<file path="config.mk">
export PLATFORM = sky130hd
export DESIGN_NAME = monitor_status_reset_control
export DESIGN_NICKNAME = d
export VERILOG_FILES = /design/src/rtl/msrc_pkg.sv /design/src/rtl/monitor_status_reset_control.sv /design/src/rtl/pin_sync.sv /design/src/rtl/pulse_timer.sv
export SDC_FILE = /design/constraint.sdc
export NUM_CORES = 1
export LEC_CHECK = 0
export ABC_AREA = 1
export BUFFER_PORTS_ARGS = -buffer_cell sky130_fd_sc_hd__buf_2
export CAP_MARGIN = 0
export CORE_ASPECT_RATIO = 0.8
export CORE_MARGIN = 2
export CORE_UTILIZATION = 33
export CTS_CLUSTER_SIZE = 20
export DETAILED_ROUTE_END_ITERATION = 6
export PLACE_DENSITY_LB_ADDON = 0.25
export SETUP_SLACK_MARGIN = 0.2
export SLEW_MARGIN = 20
export SYNTH_ARGS = -nofsm -noshare
export SYNTH_HDL_FRONTEND = slang
export SYNTH_SLANG_ARGS = --single-unit
export TNS_END_PERCENT = 30
</file>
<file path="constraint.sdc">
create_clock -name core_clk -period 6.8 [get_ports core_clk]
set_input_delay 0.34 -clock core_clk [delete_from_list [all_inputs] [get_ports core_clk]]
set_output_delay 0.34 -clock core_clk [all_outputs]
set_load 0.05 [all_outputs]
</file>
<file path="src/rtl/msrc_pkg.sv">
/*
 Shared constants and carrier types for the monitor status, reset pin and
 board-test control block. Assumes a 20 MHz core clock.
*/
package msrc_pkg;
    // Register addresses seen through the address pointer
    localparam logic [7:0] ADDR_CONFIG    = 8'h40;
    localparam logic [7:0] ADDR_STATUS1   = 8'h41;
    localparam logic [7:0] ADDR_STATUS2   = 8'h42;
    localparam logic [7:0] ADDR_MASK1     = 8'h43;
    localparam logic [7:0] ADDR_MASK2     = 8'h44;
    localparam logic [7:0] ADDR_INTRUSION = 8'h46;
    // Reset values
    localparam logic [7:0] CONFIG_RST     = 8'h08;
    localparam logic [7:0] BYTE_ZERO      = 8'h00;
    localparam logic [6:0] INTR_LOW_RST   = 7'h00;
    localparam logic [7:0] PTR_RST        = 8'h00;
    // Configuration and mask 2 bit positions
    localparam int CFG_START     = 0;
    localparam int CFG_INT_EN    = 1;
    localparam int CFG_HOLD      = 3;
    localparam int CFG_RST_PULSE = 4;
    localparam int CFG_CI_PULSE  = 6;
    localparam int CFG_INIT      = 7;
    localparam int MASK2_RST_EN  = 7;
    // Timing
    localparam int CLK_HZ       = 20_000_000;
    localparam int CYC_PER_MS   = CLK_HZ / 1000;
    localparam int PULSE_MS     = 20;
    localparam int REFRESH_MS   = 400;
    localparam int PULSE_CYC    = PULSE_MS * CYC_PER_MS;
    localparam int REFRESH_CYC  = REFRESH_MS * CYC_PER_MS;
    // Three stages, agreement and the driver flop must pass before the pin is trusted
    localparam logic [2:0] BLANK_CYC = 3'h6;
    localparam logic [2:0] BLANK_ZERO = 3'h0;

    // New flags from one step of the monitoring loop
    typedef struct packed {
        logic [7:0] st1;
        logic [7:0] st2;
    } events_t;

    // Requests from the serial-bus engine
    typedef struct packed {
        logic       ptr_wr;
        logic       wr;
        logic       rd;
        logic [7:0] data;
    } host_req_t;

    // State of the control block apart from timers, synchroniser and test-mode latch
    typedef struct packed {
        logic [7:0] cfg;
        logic [7:0] st1;
        logic [7:0] st2;
        logic [7:0] pend1;
        logic [7:0] pend2;
        logic [7:0] msk1;
        logic [7:0] msk2;
        logic [6:0] intr_low;
        logic [7:0] ptr;
        logic [7:0] rd_data;
        logic       int_n;
        logic       rst_oe_n;
        logic       ci_oe_n;
        logic [2:0] blank;
        logic       tree_armed;
        logic       tree_out;
        logic       dac_rst;
        logic       monitor_run;
    } state_t;
endpackage : msrc_pkg

</file>
<file path="src/rtl/monitor_status_reset_control.sv">
/*
 Status, interrupt, reset-pin and board-test control of a serial-bus
 hardware monitor. Assumes a serial-bus engine issuing pointer writes,
 register writes and reads as one-cycle pulses, and a monitoring loop that
 reports flags and the end of each pass.
*/
`timescale 1ns/1ps
`default_nettype none
module monitor_status_reset_control
    import msrc_pkg::*;
#(
    parameter int TREE_N      = 16,          // Pins in the test tree
    parameter int PULSE_LEN   = PULSE_CYC,   // Reset and intrusion pulse cycles
    parameter int REFRESH_LEN = REFRESH_CYC  // Least refresh after clear
) (
    input  wire logic                core_clk,            // 20 MHz clock
    input  wire logic                rst,                 // Power-on reset
    input  wire msrc_pkg::host_req_t host_req,            // Bus engine request
    output logic [7:0]               rd_data,             // Read answer
    input  wire msrc_pkg::events_t   loop_events,         // New loop flags
    input  wire logic                loop_pass_done,      // Loop pass end
    output logic                     monitor_run,         // Loop may scan
    output logic                     int_n,               // Interrupt, low
    input  wire logic                reset_pin_in,        // Reset pin level
    output logic                     reset_pin_out,       // Reset pin drive
    output logic                     reset_pin_oe_n,      // Low while driving
    output logic                     intrusion_clear_bit, // Intrusion pulse, low
    output logic                     analog_data_reset,   // Clear analog data
    input  wire logic                analog_out_tree_in,  // Test-mode request
    input  wire logic [TREE_N-1:0]   tree_pins,           // Tree pins
    output logic                     addr_sel_low_tree_out, // Tree result
    output logic                     tree_mode            // Test mode active
);
    import msrc_pkg::*;

    localparam logic [TREE_N+1:0] SYNC_RST = {1'b1, 1'b0, {TREE_N{1'b1}}};

    state_t            s_reg;
    state_t            s_next;
    logic [TREE_N+1:0] sync_q;
    logic              pin_level;
    logic              tree_req;
    logic [TREE_N-1:0] tree_q;
    logic              rst_busy, rst_done;
    logic              ci_busy, ci_done;
    logic              ref_busy;
    logic              rd_st;
    logic              pin_reset;
    logic              merge;

    // Reset pin, test request and tree pins come from the board
    pin_sync #(.W(TREE_N + 2), .RST_VAL(SYNC_RST)) u_sync (
        .core_clk (core_clk),
        .rst      (rst),
        .pin      ({reset_pin_in, analog_out_tree_in, tree_pins}),
        .q        (sync_q)
    );
    assign pin_level = sync_q[TREE_N+1];
    assign tree_req  = sync_q[TREE_N];
    assign tree_q    = sync_q[TREE_N-1:0];

    // Reset pulse length counted on the core clock
    pulse_timer #(.CYC(PULSE_LEN)) u_rst_timer (
        .core_clk (core_clk),
        .rst      (rst),
        .clear    (pin_reset),
        .start    (s_reg.cfg[CFG_RST_PULSE] && s_reg.msk2[MASK2_RST_EN] && !rst_done),
        .busy     (rst_busy),
        .done     (rst_done)
    );

    pulse_timer #(.CYC(PULSE_LEN)) u_ci_timer (
        .core_clk (core_clk),
        .rst      (rst),
        .clear    (pin_reset),
        .start    (s_reg.cfg[CFG_CI_PULSE] && !ci_done),
        .busy     (ci_busy),
        .done     (ci_done)
    );

    // Refresh guard after a clearing read
    pulse_timer #(.CYC(REFRESH_LEN)) u_ref_timer (
        .core_clk (core_clk),
        .rst      (rst),
        .clear    (pin_reset),
        .start    (rd_st),
        .busy     (ref_busy),
        .done     ()
    );

    assign rd_st = host_req.rd && (s_reg.ptr == ADDR_STATUS1 || s_reg.ptr == ADDR_STATUS2);
    // Blanking hides our own low drive still travelling the synchroniser
    assign pin_reset = s_reg.msk2[MASK2_RST_EN] && s_reg.rst_oe_n && !rst_busy
                       && (s_reg.blank == BLANK_ZERO) && !pin_level;
    assign merge = loop_pass_done && !ref_busy && !s_reg.cfg[CFG_HOLD];

    // Next-state logic for registers, status flags and pins
    always_comb begin
        logic init;
        logic [7:0] st1_cur;
        logic [7:0] st2_cur;
        init    = 1'b0;
        st1_cur = BYTE_ZERO;
        st2_cur = BYTE_ZERO;
        s_next = s_reg;
        s_next.dac_rst = 1'b0;
        // Clear-on-read; a merge in the same cycle wins
        if (host_req.rd) begin
            case (s_reg.ptr)
                ADDR_CONFIG:    s_next.rd_data = s_reg.cfg;
                ADDR_STATUS1: begin
                    s_next.rd_data = s_reg.st1;
                    s_next.st1     = BYTE_ZERO;
                end
                ADDR_STATUS2: begin
                    s_next.rd_data = s_reg.st2;
                    s_next.st2     = BYTE_ZERO;
                end
                ADDR_MASK1:     s_next.rd_data = s_reg.msk1;
                ADDR_MASK2:     s_next.rd_data = s_reg.msk2;
                ADDR_INTRUSION: s_next.rd_data = {s_reg.cfg[CFG_CI_PULSE], s_reg.intr_low};
                default:        s_next.rd_data = BYTE_ZERO;
            endcase
        end
        // Loop flags gather in pending until a pass may be merged
        if (merge) begin
            s_next.st1   = s_next.st1 | s_reg.pend1;
            s_next.st2   = s_next.st2 | s_reg.pend2;
            s_next.pend1 = loop_events.st1;
            s_next.pend2 = loop_events.st2;
        end else begin
            s_next.pend1 = s_reg.pend1 | loop_events.st1;
            s_next.pend2 = s_reg.pend2 | loop_events.st2;
        end
        if (host_req.ptr_wr) begin
            s_next.ptr = host_req.data;
        end
        if (host_req.wr) begin
            case (s_reg.ptr)
                ADDR_CONFIG: begin
                    s_next.cfg        = host_req.data;
                    s_next.tree_armed = 1'b0;
                    init              = host_req.data[CFG_INIT];
                end
                ADDR_MASK1:     s_next.msk1 = host_req.data;
                ADDR_MASK2:     s_next.msk2 = host_req.data;
                ADDR_INTRUSION: begin
                    s_next.intr_low = host_req.data[6:0];
                    if (host_req.data[7]) begin
                        s_next.cfg[CFG_CI_PULSE] = 1'b1;
                    end
                end
                default: ;
            endcase
        end
        // Self-clearing pulse bits
        // A host rewrite of the reset pulse bit in the done cycle wins over self-clear
        if (rst_done && !(host_req.wr && s_reg.ptr == ADDR_CONFIG && host_req.data[CFG_RST_PULSE])) begin
            s_next.cfg[CFG_RST_PULSE] = 1'b0;
        end
        if (ci_done) begin
            s_next.cfg[CFG_CI_PULSE] = 1'b0;
        end
        // Initialise bit restores defaults but keeps pointer, pending flags and tree lock
        if (init) begin
            s_next.cfg      = CONFIG_RST;
            s_next.st1      = BYTE_ZERO;
            s_next.st2      = BYTE_ZERO;
            s_next.msk1     = BYTE_ZERO;
            s_next.msk2     = BYTE_ZERO;
            s_next.intr_low = INTR_LOW_RST;
        end
        // External low on the pin: every register to default
        if (pin_reset) begin
            s_next.cfg      = CONFIG_RST;
            s_next.st1      = BYTE_ZERO;
            s_next.st2      = BYTE_ZERO;
            s_next.pend1    = BYTE_ZERO;
            s_next.pend2    = BYTE_ZERO;
            s_next.msk1     = BYTE_ZERO;
            s_next.msk2     = BYTE_ZERO;
            s_next.intr_low = INTR_LOW_RST;
            s_next.ptr      = PTR_RST;
            s_next.dac_rst  = 1'b1;
        end
        // Pin drivers; open drain, only ever pulls low
        s_next.rst_oe_n = !rst_busy;
        s_next.ci_oe_n  = !ci_busy;
        if (rst_busy) begin
            s_next.blank = BLANK_CYC;
        end else if (s_reg.blank != BLANK_ZERO) begin
            s_next.blank = s_reg.blank - 3'h1;
        end
        // Interrupt pin tracks unmasked status, gated and held off
        st1_cur = s_next.st1 & ~s_next.msk1;
        st2_cur = s_next.st2 & ~{1'b1, s_next.msk2[6:0]};
        s_next.int_n = !(s_next.cfg[CFG_INT_EN] && !s_next.cfg[CFG_HOLD]
                         && (|{st1_cur, st2_cur}));
        s_next.monitor_run = s_next.cfg[CFG_START] && !s_next.cfg[CFG_HOLD];
        // Parity chain: all high gives high, each lowered pin toggles
        s_next.tree_out = ~(^(~tree_q));
    end

    always_ff @(posedge core_clk or posedge rst) begin
        if (rst) begin
            s_reg             <= '0;
            s_reg.cfg         <= CONFIG_RST;
            s_reg.int_n       <= 1'b1;
            s_reg.rst_oe_n    <= 1'b1;
            s_reg.ci_oe_n     <= 1'b1;
            s_reg.tree_armed  <= 1'b1;
            s_reg.tree_out    <= 1'b1;
        end else begin
            s_reg <= s_next;
        end
    end

    // Test mode latched only while armed; power reset alone re-arms
    logic tree_mode_reg;
    always_ff @(posedge core_clk or posedge rst) begin
        if (rst) begin
            tree_mode_reg <= 1'b0;
        end else begin
            tree_mode_reg <= s_next.tree_armed && (tree_req || tree_mode_reg);
        end
    end

    assign rd_data               = s_reg.rd_data;
    assign monitor_run           = s_reg.monitor_run;
    assign int_n                 = s_reg.int_n;
    assign reset_pin_out         = 1'b0;
    assign reset_pin_oe_n        = s_reg.rst_oe_n;
    assign intrusion_clear_bit   = s_reg.ci_oe_n;
    assign analog_data_reset     = s_reg.dac_rst;
    assign addr_sel_low_tree_out = s_reg.tree_out;
    assign tree_mode             = tree_mode_reg;

    // Helper: length of the current low drive
    logic [31:0] low_cnt;
    always_ff @(posedge core_clk or posedge rst) begin
        if (rst) begin
            low_cnt <= '0;
        end else begin
            low_cnt <= s_reg.rst_oe_n ? 32'h0 : low_cnt + 32'h1;
        end
    end

    AST_READ_CLEARS: assert property (@(posedge core_clk) disable iff (rst)
        host_req.rd && s_reg.ptr == ADDR_STATUS1 && !merge && !pin_reset |=> s_reg.st1 == BYTE_ZERO)
        else $error("status 1 not cleared by read");
    AST_READ_DATA: assert property (@(posedge core_clk) disable iff (rst)
        host_req.rd && s_reg.ptr == ADDR_STATUS2 |=> rd_data == $past(s_reg.st2))
        else $error("read answer is not old status");
    AST_NO_EARLY_MERGE: assert property (@(posedge core_clk) disable iff (rst)
        ref_busy && !host_req.rd && !pin_reset && !(host_req.wr && host_req.data[CFG_INIT])
        |=> s_reg.st1 == $past(s_reg.st1))
        else $error("status changed inside refresh guard");
    AST_HOLD_INT: assert property (@(posedge core_clk) disable iff (rst)
        s_next.cfg[CFG_HOLD] |=> int_n)
        else $error("interrupt active while held");
    AST_HOLD_STOPS: assert property (@(posedge core_clk) disable iff (rst)
        s_next.cfg[CFG_HOLD] |=> !monitor_run)
        else $error("loop runs while held");
    AST_INT_GATE: assert property (@(posedge core_clk) disable iff (rst)
        !s_next.cfg[CFG_INT_EN] |=> int_n)
        else $error("interrupt active while disabled");
    AST_RST_ENABLE: assert property (@(posedge core_clk) disable iff (rst)
        !s_reg.msk2[MASK2_RST_EN] && !rst_busy |=> ##1 reset_pin_oe_n)
        else $error("reset pin driven while disabled");
    AST_PULSE_LEN: assert property (@(posedge core_clk) disable iff (rst)
        $rose(reset_pin_oe_n) |-> $past(low_cnt) >= 32'(PULSE_LEN - 1))
        else $error("reset pulse too short");
    AST_TREE_LOCK: assert property (@(posedge core_clk) disable iff (rst)
        host_req.wr && s_reg.ptr == ADDR_CONFIG |=> !tree_mode ##1 !tree_mode)
        else $error("test mode after config write");
    AST_SET_WINS: assert property (@(posedge core_clk) disable iff (rst)
        rd_st && !merge && !pin_reset && (|loop_events.st1)
        |=> (s_reg.pend1 & $past(loop_events.st1)) == $past(loop_events.st1))
        else $error("flag lost in clearing read");
endmodule : monitor_status_reset_control
`default_nettype wire

</file>
<file path="src/rtl/pin_sync.sv">
/*
 Three-stage synchroniser for a group of pins; a bit changes only once the
 second and third stage agree. Assumes pins are asynchronous to core_clk.
*/
`timescale 1ns/1ps
`default_nettype none
module pin_sync #(
    parameter int           W       = 1,
    parameter logic [W-1:0] RST_VAL = '0
) (
    input  wire logic         core_clk, // Core clock
    input  wire logic         rst,      // Async reset, high
    input  wire logic [W-1:0] pin,      // Raw pins
    output logic      [W-1:0] q         // Filtered level
);
    logic [W-1:0] s1_reg;
    logic [W-1:0] s2_reg;
    logic [W-1:0] s3_reg;
    logic [W-1:0] q_reg;

    // Stage chain; first stage feeds only the second
    always_ff @(posedge core_clk or posedge rst) begin
        if (rst) begin
            s1_reg <= RST_VAL;
            s2_reg <= RST_VAL;
            s3_reg <= RST_VAL;
            q_reg  <= RST_VAL;
        end else begin
            s1_reg <= pin;
            s2_reg <= s1_reg;
            s3_reg <= s2_reg;
            for (int i = 0; i < W; i++) begin
                if (s2_reg[i] == s3_reg[i]) begin
                    q_reg[i] <= s3_reg[i];
                end
            end
        end
    end
    assign q = q_reg;
endmodule : pin_sync
`default_nettype wire

</file>
<file path="src/rtl/pulse_timer.sv">
/*
 One-shot timer: busy stays high exactly CYC cycles after start, then done
 pulses once. Assumes start is a same-clock level or pulse.
*/
`timescale 1ns/1ps
`default_nettype none
module pulse_timer #(
    parameter int CYC = 16
) (
    input  wire logic core_clk, // Core clock
    input  wire logic rst,      // Async reset, high
    input  wire logic clear,    // Abort, back to idle
    input  wire logic start,    // Start when idle
    output logic      busy,     // Interval running
    output logic      done      // One-cycle end pulse
);
    localparam int W = $clog2(CYC + 1);
    localparam logic [W-1:0] LOAD = W'(CYC - 1);
    localparam logic [W-1:0] CNT_ZERO = '0;
    logic [W-1:0] cnt_reg;
    logic         busy_reg;
    logic         done_reg;

    // Count down; length is exact, so no rounding below the minimum
    always_ff @(posedge core_clk or posedge rst) begin
        if (rst) begin
            cnt_reg  <= CNT_ZERO;
            busy_reg <= 1'b0;
            done_reg <= 1'b0;
        end else if (clear) begin
            cnt_reg  <= CNT_ZERO;
            busy_reg <= 1'b0;
            done_reg <= 1'b0;
        end else begin
            done_reg <= 1'b0;
            if (!busy_reg && start) begin
                cnt_reg  <= LOAD;
                busy_reg <= 1'b1;
            end else if (busy_reg) begin
                if (cnt_reg == CNT_ZERO) begin
                    busy_reg <= 1'b0;
                    done_reg <= 1'b1;
                end else begin
                    cnt_reg <= cnt_reg - 1'b1;
                end
            end
        end
    end
    assign busy = busy_reg;
    assign done = done_reg;
endmodule : pulse_timer
`default_nettype wire

</file>
==> run summary, run 1 <==
Die Wd: 203 um
clock net sink count: 228
count of antenna diodes in the layout: 0
Num CTS Buffers: 25
GPL Wtd Cong: 0.834
post-synth design cell area: 10,400 um^2
area overhead of the layout relative to synthesis: 16.7%
number of gates resized after cts: 0
Mapped Cells: 1,138
total wire length: 24,900 um
largest cells by area after synthesis: dfrtp_1 (37%), dfstp_2 (19%), nand2_1 (7.7%)
Via density: 4.75
Layout Cells excl Fill: 1,657
Crit Reg-Reg Startpoint: s_reg[4]
area of the placeable core: 31,300 um^2
top achievable clock speed: 0.371 GHz
count of yosys warnings during synthesis: 0
I/O pin count: 64
remaining global-route overflow: 0
count of nets after finishing: 1,272
CP Max Fanout: 35
antenna violations before repair: 0
Sum Neg Setup Slack: 0 ns
share of the core filled with cells in the final layout: 38.9%
Post-Syn Nets: 1,191
TritonCTS clock tree: yes
H-tree depth reported by CTS: 1
post-CTS setup-driven buffer insertion count: 0
top cell type by total area after synthesis: dfrtp_1
Crit. End Element: register
Starting Density: 33.3%
Peak supply drop: 184 uV
vertical die dimension: 163 um
register area: 5800 um^2
category of the most critical setup path: reg -> reg
Hold Vio Cnt, Final: 0
outcome: finished clean
global-route total usage across every layer: 15.5%
share of the synthesized area in the top cell type: 37.0%
total area of multi-input combinational cells: 3950 um^2
endpoint of the worst hold-timing path: s_reg[64]
clock latency at the later pin of the worst-skew pair: 0.53 ns
count of final setup violators: 0
count of standard-cell rows: 58
post-route DRC violation count: 0
Max-Slew Margin vs Limit: 32.1%
maximum number of pins on one net before global-route repair: 114
CTS clock-pin slew for the worst setup and hold paths: 0.06 ns
number of fillers in the final layout: 3,151
number of violations of the max-capacitance limit: 0
root buffer cell: clkbuf_16
sequential cell area fraction in the yosys report: 55.6%
total instance count after detailed placement: 1,593
HPWL after detailed placement: 17,100 um
power after layout: 0.00487 W
critical path launch point type: register
fraction of layout instances using a drive strength above 1: 18.5%
data arrival time at the worst-slack endpoint: 3.11 ns
WHS Path Cells: 3
slew at the pin closest to its max-slew limit: 1.01 ns
routed via count: 7,878
RSZ-0062 raised after global routing: false
CP required: 7.22 ns
hold path startpoint: loop_events[15]
Final Skew: 0.0126 ns
endpoint of the most critical register-to-register path: s_reg[86]
syn_area_per_cell: 9.16 um^2
wire length of the first global-routing pass: 41,500 um
die area: 33,000 um^2
Max Transition Viols Final: 0
final-layout worst hold slack: 0.0243 ns
IO Port Bufs: 62
leakage power: 5.59 nW
flip-flop count of the largest register, all copies and words added: 75
first-pass detailed-route iteration total: 5
via count of the first global-routing pass: 7,765
number of unique standard cell types used by synthesis: 55
count of state elements after synthesis: 228
remaining number of nets flagged by the antenna check after routing: 0
number of buffers on the longest clock path: 3
min cycle time layout: 2.70 ns
Power Density: 401 nW/um^2
WL/cell: 15.0 um
path type of the worst min-delay path: in -> reg
part of the cycle the worst path needs: 39.6%
register-to-register setup slack: 4.10 ns
detailed router's first-iteration violation count: 562
depth of the worst register-to-register path: 8
## worst max path at each step
stage / end / slack (ns) / from / cells after the start
5_1_grt: int_n / 3.88 / s_reg[4] / 10
3_5_place_dp: s_reg[86] / 4.10 / s_reg[4] / 8
6_report: s_reg[86] / 4.10 / s_reg[4] / 8
3_3_place_gp: s_reg[86] / 4.10 / s_reg[4] / 8
4_1_cts: s_reg[86] / 4.06 / s_reg[4] / 8
2_1_floorplan: analog_data_reset / 0.33 / rst / 1
## cells by family after synthesis
group / after synthesis / synth area share [%]
XOR/XNOR: 36 / 3.03
AND/OR/NAND/NOR: 494 / 21.7
flip-flops: 228 / 55.6
buffers and inverters: 159 / 6.46
other: 1 / 0.0360
adder cells (fa/ha/maj): 23 / 2.33
AO/OA/AOI/OAI: 197 / 10.8
## Yosys cell counts (all sizes together)
cell type,instances
o211ai,2
a22oi,2
a41oi,4
nor3,17
or2,3
nand3,76
o31ai,3
nand2,225
nor4,6
a221oi,2
o21bai,1
nor2,150
a32o,2
clkinv,2
clkbuf,5
nand4,11
o21ai,88
dfrtp,154
o21a,1
o22ai,21
ha,5
xnor2,18
conb,1
dfstp,74
maj3,18
a22o,6
a211oi,2
nand3b,3
a31oi,4
inv,127
nor3b,2
buf,25
o32ai,1
xor2,18
a21oi,58
and3,1
## stage by stage
stage | setup WS, ns | instance area, um^2
finish | 4.10 | 12200
global route | 3.88 | 12200
CTS | 4.06 | 12200
detailed placement | 4.10 | 11100
global placement | 4.10 | 11100
floorplan | 0.335 | 10400
## critical path, cell delays in order, from the launching register on
cell     delay [ns]
dfrtp_1        0.36
inv_1          0.10
ha_1           0.18
nand3_2        0.11
nor2_4         0.66
a21oi_4        0.19
inv_2          0.56
nor2_4         0.14
a32o_1         0.25
## routing by layer
layer | track usage, % | routed length, um | share of wire, % | vias up
li1 | - | - | - | 3893
met1 | 23.5 | 12500 | 50 | 3765
met2 | 22.4 | 10400 | 42 | 177
met3 | 3.28 | 1460 | 5.9 | 43
met4 | 3.68 | 527 | 2.1 | 0
met5 | 0 | 0 | 0 | -
## layout by cell type, fill, tap and decap left out, drive strengths merged, types with 5 or more instances in the layout
master         n
maj3          18
o21ai         88
dfstp         74
clkbuf        32
a22o           6
o22ai         21
nor2         150
buf           65
xor2          18
a21oi         58
nor4           6
dlygate4sd3   19
nand4         11
clkinv         8
ha             5
nand2        225
inv          129
xnor2         18
nor3          17
nand3         76
dfrtp        154
## repair_timing
action	4_1_cts	5_1_grt
hold buffers	19	0
endpoints found under the setup margin	0	0
endpoints found under the hold margin	43	0
## layout make-up
type	count	share of cell area, %
clock inverters	13	1.27
inverters	129	4.07
multi-input cells	751	32.5
well taps	420	4.32
clock buffers	32	5.87
repair buffers	84	4.30
flip-flops and latches	228	47.7
## power by group
part	leakage, nW	switching (W)	internal [W]	total, W
Combinational	2.57	0.000922	0.000510	0.00143
Sequential	2.59	0.000274	0.00174	0.00202
Clock	0.427	0.000565	0.000857	0.00142
Total	5.59	0.00176	0.00311	0.00487
Note: power is estimated with default switching activity, not from simulation.
==> run 2: changes to the inputs <==
- clock period: 6.8 -> 2.3 ns (I/O delays scaled with it)
==> run summary, run 2 (same netlist as run 1, synthesis figures left out) <==
wire length of the first global-routing pass: 41,100 um (was 41,500 um)
root buffer cell: clkbuf_16 (unchanged)
remaining number of nets flagged by the antenna check after routing: 0 (unchanged)
Worst path slowest cell: dfrtp_1 (was nor2_4)
WL/cell: 14.6 um (was 15.0 um)
Power Density: 1140 nW/um^2 (was 401 nW/um^2)
detailed router's first-iteration violation count: 490 (was 562)
endpoint of the most critical register-to-register path: u_ref_timer.cnt_reg[8] (was s_reg[86])
Max-Slew Margin vs Limit: 44.3% (was 32.1%)
Crit Reg-Reg Startpoint: u_ref_timer.cnt_reg[0] (was s_reg[4])
most frequent cells in the layout: nand2_1 (211), dfrtp_1 (154), nor2_1 (131), inv_1 (118), dfstp_2 (74) (was nand2_1 (215), dfrtp_1 (154), nor2_1 (135), inv_1 (120), dfstp_2 (74))
WHS Path Cells: 3 (unchanged)
share of the core filled with cells in the final layout: 40.8% (was 38.9%)
register-to-register setup slack: 0.31 ns (was 4.10 ns)
number of violations of the max-capacitance limit: 0 (unchanged)
CTS clock-pin slew for the worst setup and hold paths: 0.06 ns (about the same)
die area: 33,000 um^2 (unchanged)
global-route total usage across every layer: 15.2% (was 15.5%)
outcome: finished clean (unchanged)
via count of the first global-routing pass: 7,815 (was 7,765)
RSZ-0062 raised after global routing: true (was false)
remaining global-route overflow: 0 (unchanged)
Starting Density: 33.3% (unchanged)
min cycle time layout: 1.99 ns (was 2.70 ns)
count of antenna diodes in the layout: 0 (unchanged)
vertical die dimension: 163 um (unchanged)
GPL Wtd Cong: 0.853 (was 0.834)
Global Route met1 Usage: 23.4% (was 23.5%)
flip-flop count of the largest register, all copies and words added: 75 (unchanged)
area overhead of the layout relative to synthesis: 22.6% (was 16.7%)
met3 Track Usage GR: 2.88% (was 3.28%)
leakage power: 5.86 nW (was 5.59 nW)
total wire length: 25,000 um (was 24,900 um)
Hold Vio Cnt, Final: 0 (unchanged)
Die Wd: 203 um (unchanged)
top achievable clock speed: 0.503 GHz (was 0.371 GHz)
Crit. End Element: register (unchanged)
part of the cycle the worst path needs: 86.4% (was 39.6%)
Layout Cells excl Fill: 1,712 (was 1,657)
hold path startpoint: host_req[8] (was loop_events[15])
Via density: 4.72 (was 4.75)
count of standard-cell rows: 58 (unchanged)
I/O pin count: 64 (unchanged)
crit-path cells: inv_1, ha_1, nand3_2, nor2_4, nand2_4, nor2_4, nand2_2, nand2_4, inv_4, nor2_4, a22o_1 (was inv_1, ha_1, nand3_2, nor2_4, a21oi_4, inv_2, nor2_4, a32o_1)
post-route DRC violation count: 0 (unchanged)
IO Port Bufs: 62 (unchanged)
data arrival time at the worst-slack endpoint: 2.45 ns (was 3.11 ns)
H-tree depth reported by CTS: 1 (unchanged)
first-pass detailed-route iteration total: 5 (unchanged)
HPWL after detailed placement: 17,300 um (was 17,100 um)
met2 Use GR: 21.9% (was 22.4%)
count of final setup violators: 0 (unchanged)
slew at the pin closest to its max-slew limit: 0.833 ns (was 1.01 ns)
delay contributed by the slowest stage of the critical path: 0.40 ns (was 0.66 ns)
Num CTS Buffers: 25 (unchanged)
CP Max Fanout: 9 (was 35)
most used routing layer in global routing: met1 (unchanged)
total instance count after detailed placement: 1,611 (was 1,593)
clock latency at the later pin of the worst-skew pair: 0.53 ns (about the same)
count of nets after finishing: 1,328 (was 1,272)
Final Skew: 0.0135 ns (was 0.0126 ns)
maximum number of pins on one net before global-route repair: 52 (was 114)
critical path launch point type: register (unchanged)
routed via count: 8,081 (was 7,878)
Max Transition Viols Final: 0 (unchanged)
Worst path most repeated cell: nor2_4 (unchanged)
number of buffers on the longest clock path: 3 (unchanged)
clock net sink count: 228 (unchanged)
fraction of layout instances using a drive strength above 1: 20.5% (was 18.5%)
depth of the worst register-to-register path: 11 (was 8)
cell family with the largest share of critical-path delay: simple AND/OR/NAND/NOR gates (unchanged)
TritonCTS clock tree: yes (unchanged)
most common cell after layout, fill and taps aside: nand2_1 (unchanged)
Crit path buffers/inverters: 2 (unchanged)
antenna violations before repair: 0 (unchanged)
path type of the worst min-delay path: in -> reg (unchanged)
Peak supply drop: 585 uV (was 184 uV)
CP required: 2.76 ns (was 7.22 ns)
number of fillers in the final layout: 3,070 (was 3,151)
area of the placeable core: 31,300 um^2 (unchanged)
endpoint of the worst hold-timing path: rd_data[4] (was s_reg[64])
category of the most critical setup path: reg -> reg (unchanged)
run 2: changes by cell type in the layout (fill, tap and decap cells not counted), moves of 5 or more:
cell and delta:
buf_12 +6, buf_4 +23, clkbuf_8 +5, dlygate4sd3_1 +25, nor2_4 +5
run 2: cell type report:
type                       count  area, um^2  share of cell area, %
clock buffer                  40         772                   6.04
clock inverter                 4        70.1                  0.549
inverter                     129         500                   3.92
multi-input combinational    753        4040                   31.6
sequential                   228        5800                   45.4
tap                          420         526                   4.11
timing repair buffer         138        1070                   8.35
run 2: report_power, final:
group          total [W]  switching, W  internal, W
Clock            0.00410       0.00159      0.00250
Sequential       0.00599      0.000830      0.00516
Combinational    0.00449       0.00282      0.00168
run 2: worst register-to-register path, cell delays in order (launching register included):
cell     delay, ns
dfrtp_1       0.40
inv_1         0.11
ha_1          0.20
nand3_2       0.13
nor2_4        0.19
nand2_4       0.09
nor2_4        0.13
nand2_2       0.07
nand2_4       0.14
inv_4         0.11
nor2_4        0.20
a22o_1        0.17
run 2: worst max-delay path by stage:
stage | from | end | cells after the start
after global routing | u_ref_timer.cnt_reg[0] | u_ref_timer.cnt_reg[11] | 12
final | u_ref_timer.cnt_reg[0] | u_ref_timer.cnt_reg[8] | 11
after CTS | u_rst_timer.cnt_reg[0] | u_rst_timer.cnt_reg[15] | 11
after detailed placement | u_ci_timer.cnt_reg[0] | u_ci_timer.cnt_reg[13] | 11
after global placement | u_ci_timer.cnt_reg[0] | u_ci_timer.cnt_reg[16] | 11
after floorplan | rst | analog_data_reset | 1
run 2: metrics by stage:
step	worst slack [ns]	hold WS, ns	TNS [ns]	instance area [um^2]	total power [W]
global route	0.137	0.0419	0	12800	0.0157
finish	0.312	0.0290	0	12800	0.0146
detailed placement	-0.226	0.222	-1.44	11300	0.0103
global placement	-0.188	0.222	-1.24	11300	0.0102
CTS	0.175	0.00235	0	12600	0.0146
floorplan	-0.735	0.119	-113.12	10400	0.00918
run 2: metal layers:
layer | vias to the layer above | share of wire, % | wire length, um
met1 | 3871 | 52 | 12900
li1 | 4001 | - | -
met3 | 38 | 4.8 | 1200
met2 | 171 | 42 | 10400
met5 | - | 0 | 0
met4 | 0 | 2.1 | 527
run 2: timing repair:
action                     CTS  global route
resized for setup            4            25
hold buffers                44             0
buffers inserted             0            11
hold endpoints to repair    74             0
pin swaps                    0             8
setup endpoints to repair   36            70
gates cloned                 0             2
